==> config.mk <==
export PLATFORM = sky130hd
export DESIGN_NAME = fcsp_top
export DESIGN_NICKNAME = d
export VERILOG_FILES = /design/src/fcsp_pkg.sv /design/src/fcsp_top.sv
export SDC_FILE = /design/constraint.sdc
export NUM_CORES = 1
export LEC_CHECK = 0
export CORE_AREA = 2 2 42 60
export DETAILED_ROUTE_END_ITERATION = 16
export DIE_AREA = 0 0 44 62
export DONT_BUFFER_PORTS = 1
export PLACE_DENSITY = 0.73
export SLEW_MARGIN = 15
export SYNTH_ARGS = -nofsm -noshare
export SYNTH_HDL_FRONTEND = slang
export SYNTH_SLANG_ARGS = --single-unit
export TNS_END_PERCENT = 5
==> constraint.sdc <==
create_clock -name mclk -period 2.88 [get_ports mclk]
set_input_delay 0.144 -clock mclk [delete_from_list [all_inputs] [get_ports mclk]]
set_output_delay 0.144 -clock mclk [all_outputs]
set_load 0.1 [all_outputs]
==> src/fcsp_pkg.sv <==
// Constants for the filter control serial port
// Function
// - Select high: gain and cutoff from pins
// - Select low: settings only from latch
// - Shift SDI on SCLK rise, MSB first
// - SDO updates on SCLK falling edges
// - Chip select rise loads latch in parallel
// - Shift clock gated while select high
// - SDO always driven, keeps last value
// - D7 gain LSB, D6 gain MSB
// - D5 cutoff LSB, D4 cutoff MSB
// - D1 set means shutdown in serial
// - D0 drives shared gain LSB pin
// - Shared pin direction follows select input
// - Gain code 00/01/10/11 gives 0/6/12/24dB
// - Cutoff code 00, 01 x4, 1x x16
// - Serial mode pins: select, clock, unused
package fcsp_pkg;
  localparam int         SHIFT_W     = 8;
  localparam int         GAIN_LSB_B  = 7;
  localparam int         GAIN_MSB_B  = 6;
  localparam int         CUT_LSB_B   = 5;
  localparam int         CUT_MSB_B   = 4;
  localparam int         PWR_DOWN_B  = 1;
  localparam int         GP_OUT_B    = 0;
  localparam logic [7:0] CTRL_RESET  = 8'h00;
  localparam logic [1:0] GAIN_0DB    = 2'h0;
  localparam logic [1:0] GAIN_6DB    = 2'h1;
  localparam logic [1:0] GAIN_12DB   = 2'h2;
  localparam logic [1:0] GAIN_24DB   = 2'h3;
  localparam logic [1:0] CUT_X1      = 2'h0;
  localparam logic [1:0] CUT_X4      = 2'h1;
  localparam logic [1:0] CUT_X16     = 2'h2;
endpackage

==> src/fcsp_top.sv <==
// Serial and pin control front end of the filter
`timescale 1ns/100ps
`default_nettype none
module fcsp_top
  import fcsp_pkg::*;
(
  input  wire logic       mclk,
  input  wire logic       rst,
  input  wire logic       interface_select_n,
  input  wire logic       gain_code_msb,
  input  wire logic       gain_lsb_or_gp_out_pin_i,
  output logic            gain_lsb_or_gp_out_pin_o,
  output logic            gain_lsb_or_gp_out_pin_oe_n,
  input  wire logic       cutoff_msb_or_select_pin,
  input  wire logic       cutoff_lsb_or_serial_clock_pin,
  input  wire logic       sdi,
  output logic            sdo,
  output logic [1:0]      gain_code,
  output logic [1:0]      cutoff_code,
  output logic [1:0]      bandwidth_scale,
  output logic [4:0]      gain_db,
  output logic            power_down_bit
);
  import fcsp_pkg::*;

  // Two-flop synchronisers for every pin
  logic [5:0] s1, s2;
  always_ff @(posedge mclk)
  begin
    s1 <= {interface_select_n, gain_code_msb, gain_lsb_or_gp_out_pin_i,
           cutoff_msb_or_select_pin, cutoff_lsb_or_serial_clock_pin, sdi};
    s2 <= s1;
  end
  logic sel_n, g_msb, g_lsb, cs_n, sck, din;
  assign {sel_n, g_msb, g_lsb, cs_n, sck, din} = s2;

  // Edge history rests at the idle levels, so leaving reset makes no false edge
  logic sck_d, cs_d;
  always_ff @(posedge mclk)
  begin
    if (rst)
    begin
      sck_d <= 1'b0;
      cs_d  <= 1'b1;
    end
    else
    begin
      sck_d <= sck;
      cs_d  <= cs_n;
    end
  end
  // Edges are only honoured while selected, so idle clocks are gated
  logic sck_rise, sck_fall, cs_rise, serial;
  assign serial   = !sel_n;
  assign sck_rise = serial && !cs_n && sck && !sck_d;
  assign sck_fall = serial && !cs_n && !sck && sck_d;
  assign cs_rise  = serial && cs_n && !cs_d;

  logic [SHIFT_W-1:0] shreg;
  always_ff @(posedge mclk)
  begin
    if (rst)
      shreg <= '0;
    else if (sck_rise)
      shreg <= {shreg[SHIFT_W-2:0], din};
  end

  // SDO is never released; it holds across select high
  always_ff @(posedge mclk)
  begin
    if (rst)
      sdo <= 1'b0;
    else if (sck_fall)
      sdo <= shreg[SHIFT_W-1];
  end

  logic [SHIFT_W-1:0] filter_control_word;
  always_ff @(posedge mclk)
  begin
    if (rst)
      filter_control_word <= CTRL_RESET;
    else if (cs_rise)
      filter_control_word <= shreg;
  end

  // Pin mode drives the shared pin as input; serial mode drives D0
  assign gain_lsb_or_gp_out_pin_oe_n = sel_n;
  always_ff @(posedge mclk)
  begin
    if (rst)
      gain_lsb_or_gp_out_pin_o <= 1'b0;
    else
      gain_lsb_or_gp_out_pin_o <= filter_control_word[GP_OUT_B];
  end

  logic [1:0] next_gain, next_cut;
  logic       next_pd;
  always_comb
  begin
    if (sel_n)
    begin
      next_gain = {g_msb, g_lsb};
      next_cut  = {cs_n, sck};
      next_pd   = 1'b0;
    end
    else
    begin
      next_gain = {filter_control_word[GAIN_MSB_B], filter_control_word[GAIN_LSB_B]};
      next_cut  = {filter_control_word[CUT_MSB_B], filter_control_word[CUT_LSB_B]};
      next_pd   = filter_control_word[PWR_DOWN_B];
    end
  end

  function automatic logic [4:0] gain_to_db(input logic [1:0] c);
    unique case (c)
      GAIN_0DB:  gain_to_db = 5'h00;
      GAIN_6DB:  gain_to_db = 5'h06;
      GAIN_12DB: gain_to_db = 5'h0c;
      GAIN_24DB: gain_to_db = 5'h18;
    endcase
  endfunction

  function automatic logic [1:0] cut_to_scale(input logic [1:0] c);
    cut_to_scale = c[1] ? CUT_X16 : (c[0] ? CUT_X4 : CUT_X1);
  endfunction

  // Settings are registered so pin glitches never reach the filter directly
  always_ff @(posedge mclk)
  begin
    if (rst)
    begin
      gain_code       <= 2'h0;
      cutoff_code     <= 2'h0;
      power_down_bit  <= 1'b0;
      gain_db         <= 5'h00;
      bandwidth_scale <= CUT_X1;
    end
    else
    begin
      gain_code       <= next_gain;
      cutoff_code     <= next_cut;
      power_down_bit  <= next_pd;
      gain_db         <= gain_to_db(next_gain);
      bandwidth_scale <= cut_to_scale(next_cut);
    end
  end

  // Shift path, latch and mode checks
  property p_shift;
    @(posedge mclk) disable iff (rst) sck_rise |=> shreg[0] == $past(din);
  endproperty
  a_shift: assert property (p_shift) else $error("shift lost bit");
  property p_sdo;
    @(posedge mclk) disable iff (rst) sck_fall |=> sdo == $past(shreg[SHIFT_W-1]);
  endproperty
  a_sdo: assert property (p_sdo) else $error("sdo wrong");
  property p_load;
    @(posedge mclk) disable iff (rst) cs_rise |=> filter_control_word == $past(shreg);
  endproperty
  a_load: assert property (p_load) else $error("latch not loaded");
  property p_gate;
    @(posedge mclk) disable iff (rst) cs_n && cs_d |=> $stable(shreg) && $stable(filter_control_word);
  endproperty
  a_gate: assert property (p_gate) else $error("activity while deselected");
  property p_sdo_hold;
    @(posedge mclk) disable iff (rst) cs_n |=> $stable(sdo);
  endproperty
  a_sdo_hold: assert property (p_sdo_hold) else $error("sdo changed deselected");
  property p_pin;
    @(posedge mclk) disable iff (rst) sel_n |=> gain_code == $past({g_msb, g_lsb}) && !power_down_bit;
  endproperty
  a_pin: assert property (p_pin) else $error("pin mode gain wrong");
  property p_ser;
    @(posedge mclk) disable iff (rst) !sel_n |=> power_down_bit == $past(filter_control_word[PWR_DOWN_B]);
  endproperty
  a_ser: assert property (p_ser) else $error("shutdown wrong");
  property p_dir;
    @(posedge mclk) disable iff (rst) gain_lsb_or_gp_out_pin_oe_n == sel_n;
  endproperty
  a_dir: assert property (p_dir) else $error("pin direction wrong");
  property p_db;
    @(posedge mclk) disable iff (rst) gain_code == GAIN_24DB |-> gain_db == 5'h18;
  endproperty
  a_db: assert property (p_db) else $error("gain db wrong");

  // Serial mode settings follow the latch fields one cycle later
  property p_gain_ser;
    @(posedge mclk) disable iff (rst)
      !sel_n |=> gain_code == $past({filter_control_word[GAIN_MSB_B], filter_control_word[GAIN_LSB_B]});
  endproperty
  a_gain_ser: assert property (p_gain_ser) else $error("serial gain wrong");
  property p_cut_ser;
    @(posedge mclk) disable iff (rst)
      !sel_n |=> cutoff_code == $past({filter_control_word[CUT_MSB_B], filter_control_word[CUT_LSB_B]});
  endproperty
  a_cut_ser: assert property (p_cut_ser) else $error("serial cutoff wrong");
  property p_gp_out;
    @(posedge mclk) disable iff (rst)
      !sel_n |=> gain_lsb_or_gp_out_pin_o == $past(filter_control_word[GP_OUT_B]);
  endproperty
  a_gp_out: assert property (p_gp_out) else $error("general output wrong");

  // Pin mode takes the cutoff pins as levels and leaves the serial state alone
  property p_cut_pin;
    @(posedge mclk) disable iff (rst) sel_n |=> cutoff_code == $past({cs_n, sck});
  endproperty
  a_cut_pin: assert property (p_cut_pin) else $error("pin mode cutoff wrong");
  property p_pin_gate;
    @(posedge mclk) disable iff (rst) sel_n |=> $stable(shreg) && $stable(filter_control_word);
  endproperty
  a_pin_gate: assert property (p_pin_gate) else $error("serial state moved in pin mode");
  property p_bw;
    @(posedge mclk) disable iff (rst) cutoff_code[1] |-> bandwidth_scale == CUT_X16;
  endproperty
  a_bw: assert property (p_bw) else $error("bandwidth scale wrong");

  // Main scenarios: load, shutdown, mode change, widest band, high bit out
  c_load: cover property (@(posedge mclk) disable iff (rst) cs_rise);
  c_power_down_bit: cover property (@(posedge mclk) disable iff (rst) power_down_bit);
  c_pin:  cover property (@(posedge mclk) disable iff (rst) !sel_n ##1 sel_n);
  c_wide: cover property (@(posedge mclk) disable iff (rst) bandwidth_scale == CUT_X16);
  c_sdo:  cover property (@(posedge mclk) disable iff (rst) sck_fall && shreg[SHIFT_W-1]);
endmodule
`default_nettype wire

# --- Word-level counts from Yosys, hierarchy flattened ---
# Cells that the tools add are included.
# W data, S select, Z words.
word_totals:
  regBits: 44
  word_cells: 37
  out_inout_bits: 15
op_classes:
  n_reduce_logical: 15
  n_eq_ne: 3
  muxes: 5
op_table:
  columns: ["cell", "count"]
  rows:
  - ["$pmux W5 S4", 1]
  - ["$logic_and A1 B1 Y1", 7]
  - ["$mux W2", 3]
  - ["$logic_not A1 Y1", 5]
  - ["$eq A2 B2 Y1 const B", 2]
  - ["$reduce_or A2 Y1", 2]
  - ["$eq A2 B1 Y1 const B", 1]
  - ["$logic_not A2 Y1", 1]
  - ["$mux W1", 1]

# --- Logic depth before layout (Yosys ltp) ---
depth:
  word_depth: 4
  depth_mapped: 5

# --- Worst setup path before layout ---
# Ideal clock, no wire load.
synth_timing:
  kind: "register to register"
  start: "reg s2[5]"
  end: "reg gain_db[2]"
  path_slack_ns: 0.925
  period_less_slack_ns: 1.955
  arrival_time_ns: 1.889
  path_stages_with_launch: 5
  n_path_buf: 1
  cell_sequence: "dfxtp_1 buf_6 mux2_2 ha_1 nor2_1"
synth_via:
  elab_chain_cells: 3
synth_rtl:
  columns: ["element", "line_no", "text"]
  rows:
  - ["start, declared", "fcsp_top.sv:27", "logic [5:0] s1, s2;"]
  - ["start signal, assigned", "fcsp_top.sv:32", "s2 <= s1;"]
  - ["$mux W2 (*)", "fcsp_top.sv:100", "if (sel_n)"]
  - ["net next_gain[0]", "fcsp_top.sv:96", "logic [1:0] next_gain, next_cut;"]
  - ["$eq A2 B2 Y1, or another cell as far along", "fcsp_top.sv:115", "unique case (c)"]
  - ["$pmux W5 S4 (*)", "fcsp_top.sv:115", null]
  - ["end signal, assigned", "fcsp_top.sv:143", "gain_db <= gain_to_db(next_gain);"]
  - ["end, declared", "fcsp_top.sv:21", "output logic [4:0] gain_db,"]
# The timed path passes the listed nets; every way through them passes the cells marked *. The select of a mux whose other input is x is not followed.
# A chain may end at the register's enable or synchronous reset.

==> flow_summary.json <==
{
  "tns_ns": 0,
  "avgViaCountPerCell": 5.119,
  "worst-setup-path-type": "register to primary output",
  "drt-wirelength-per-cell_um": 12.34,
  "placed_cell_area_mm2": 0.001249,
  "fin_crit_ns": 1.493,
  "drv_slew": 0,
  "first_global_vias": 629,
  "synthAdderAreaFrac_pct": 1.986,
  "synthSimpleGateAreaFrac_pct": 14.90,
  "synth_xor_area_share_pct": 0,
  "fin_worst_skew_ns": 0.007108,
  "p_comb_share_pct": 4.5,
  "cap_viol_max_count": 0,
  "end_kind": "primary output",
  "cts_tree": "yes",
  "final_cell_mix": "37 x dfxtp_1, 18 x mux2i_1, 16 x nand2b_1, 9 x dlygate4sd3_1, 5 x clkbuf_4",
  "insertion_delay_ns": 0.34,
  "r2r_start": "s2[5]",
  "vias": 691,
  "fill_cells": 188,
  "clock_sinks": 39,
  "post_cts_resized": 0,
  "min_to": "filter_control_word[1]",
  "layout_commonest_cell": "dfxtp_1",
  "whs_ns": 0.04356,
  "track_usage_pct": 15.14,
  "post-place-ws_ns": 1.476,
  "synthMuxAreaShare_pct": 15.19,
  "synth_warnings": 0,
  "core_area_mm2": 0.002260,
  "layout-drive-gt1-share_pct": 13.39,
  "final.setup.worst_slack_ns": 1.387,
  "ff2ff_path_depth": 3,
  "hold_depth": 2,
  "final-hold-violation-count": 0,
  "worstReg2RegEnd": "gain_db[2]",
  "p_leak_nw": 0.6041,
  "grt_max_degree": 20,
  "worst_pin_slew_ns": 0.9942,
  "gp_congestion": 0.7085,
  "crit_fanout": 2,
  "hold_buffers": 8,
  "min_from": "rst",
  "first_pass_iters": 4,
  "ios": 23,
  "cts-root-buf": "clkbuf_4",
  "relSlewSlack_pct": 33.88,
  "synth-compound-area-share_pct": 0,
  "htreeDepth": 2,
  "startpoint": "gain_db[3]",
  "dieArea_mm2": 0.002728,
  "yosysUniqueCellTypes": 16,
  "rsz0062_at_grt": "false",
  "initial_core_util_pct": 55.76,
  "drc": 0,
  "synth_fp_nets": 112,
  "clkTransAtPathRegs_ns": 0.11,
  "grt_pass1_wl_mm": 2.829,
  "antenna_found_initial": 0,
  "avgSynthCellArea_um2": 12.35,
  "power_frac_clock_pct": 36.2,
  "cts_made_buffers": 5,
  "seqPwrFrac_pct": 59.3,
  "intPower_mw": 0.7820,
  "syn_to_final_growth_pct": 13.11,
  "yosysSeqAreaShare_pct": 61.97,
  "die_w_um": 44,
  "fmax_ghz": 0.6698,
  "synth_top_family_by_area": "multiplexers",
  "p_per_area_mw_per_mm2": 714.7,
  "start_kind": "register",
  "drt-initial-drc-count": 5,
  "holdCritPathClass": "input port to register",
  "final_util_pct": 63.07,
  "netlist_area_mm2": 0.001260,
  "final_antenna_net_count": 0,
  "switching_share_pct": 23.22,
  "rows": 21,
  "p_sw_mw": 0.2365,
  "cts_setup_buffers": 0,
  "die_y_um": 62,
  "ys_seq_elements": 39,
  "critPathArrivalTime_ns": 1.35,
  "vdd_drop_max_uv": 505.8,
  "clk_path_buf_depth": 2,
  "cp.required_ns": 2.74,
  "reg2reg_slack_ns": 1.45,
  "period_share_pct": 51.84,
  "io_buffers": 0,
  "design_area_mm2": 0.001425,
  "grt.overflow.total": 0,
  "setup_viol": 0,
  "status": "complete, no violations",
  "synthCells": 102,
  "dp_hpwl_mm": 1.044,
  "diodes": 0,
  "wirelength_mm": 1.666,
  "nets": 121
}
## worst max path at each step
stage,to,cells after the start,slack [ns]
5_1_grt,gain_code[1],0,1.33
6_report,gain_code[1],0,1.39
3_3_place_gp,gain_db[2],3,1.52
3_5_place_dp,gain_db[2],3,1.48
4_1_cts,gain_code[1],0,1.37
2_1_floorplan,gain_db[2],4,0.93
## synth_stat cells
cell type,instances,area [um2]
buf_4,4,30.03
buf_6,2,22.52
clkbuf_1,3,11.26
conb_1,1,3.750
dfxtp_1,39,780.8
ha_1,2,25.02
inv_1,2,7.510
mux2_2,1,11.26
mux2i_1,18,180.2
nand2b_1,16,100.1
nor2_1,4,15.01
nor2b_1,4,25.02
nor3b_1,2,15.01
nor4b_1,2,17.52
or2_2,1,6.260
or3b_1,1,8.760
## layout make-up
class,instances,area (um2),area share (%)
sequential,39,783.3,54.96
multi-input combinational,52,414.1,29.06
timing repair buffer,11,105.1,7.375
clock buffer,6,51.30,3.600
clock inverter,2,35.03,2.458
tap,23,28.78,2.019
inverter,2,7.507,0.5268
## power groups by stage
stage	combinational (mW)	sequential (mW)	clock [mW]
final	0.0459	0.604	0.369
after global routing	0.0495	0.607	0.412
after CTS	0.0449	0.604	0.383
after detailed placement	0.0331	0.617	0
after global placement	0.0325	0.616	0
after floorplan	0.0421	0.610	0
## flip-flops by register name (all words and copies together), names as in the netlist
signal and cells:
gain_db 4, cutoff_code 2, power_down_bit 1, filter_control_word 6, sdo 1, gain_lsb_or_gp_out_pin_o 1
cs_d 1, s1 6, shreg 8, gain_code 1, sck_d 1, bandwidth_scale 1
s2 6
## through the flow
stage,power [mW],std cells
global placement,0.6486,118
detailed placement,0.6500,118
CTS,1.033,134
finish,1.019,135
global route,1.068,135
floorplan,0.6518,102
## layer usage
metal	GRT usage, %	wire, um
met4	11.69	57
met3	6.936	84
met5	0	0
met2	24.16	859
met1	15.32	665
## cells by family after synthesis
logic type / Yosys count
fa+ha+maj: 2
buf+inv: 11
flops: 39
mux: 19
other cells: 1
simple gates: 30
Note: power is estimated with default switching activity, not from simulation.
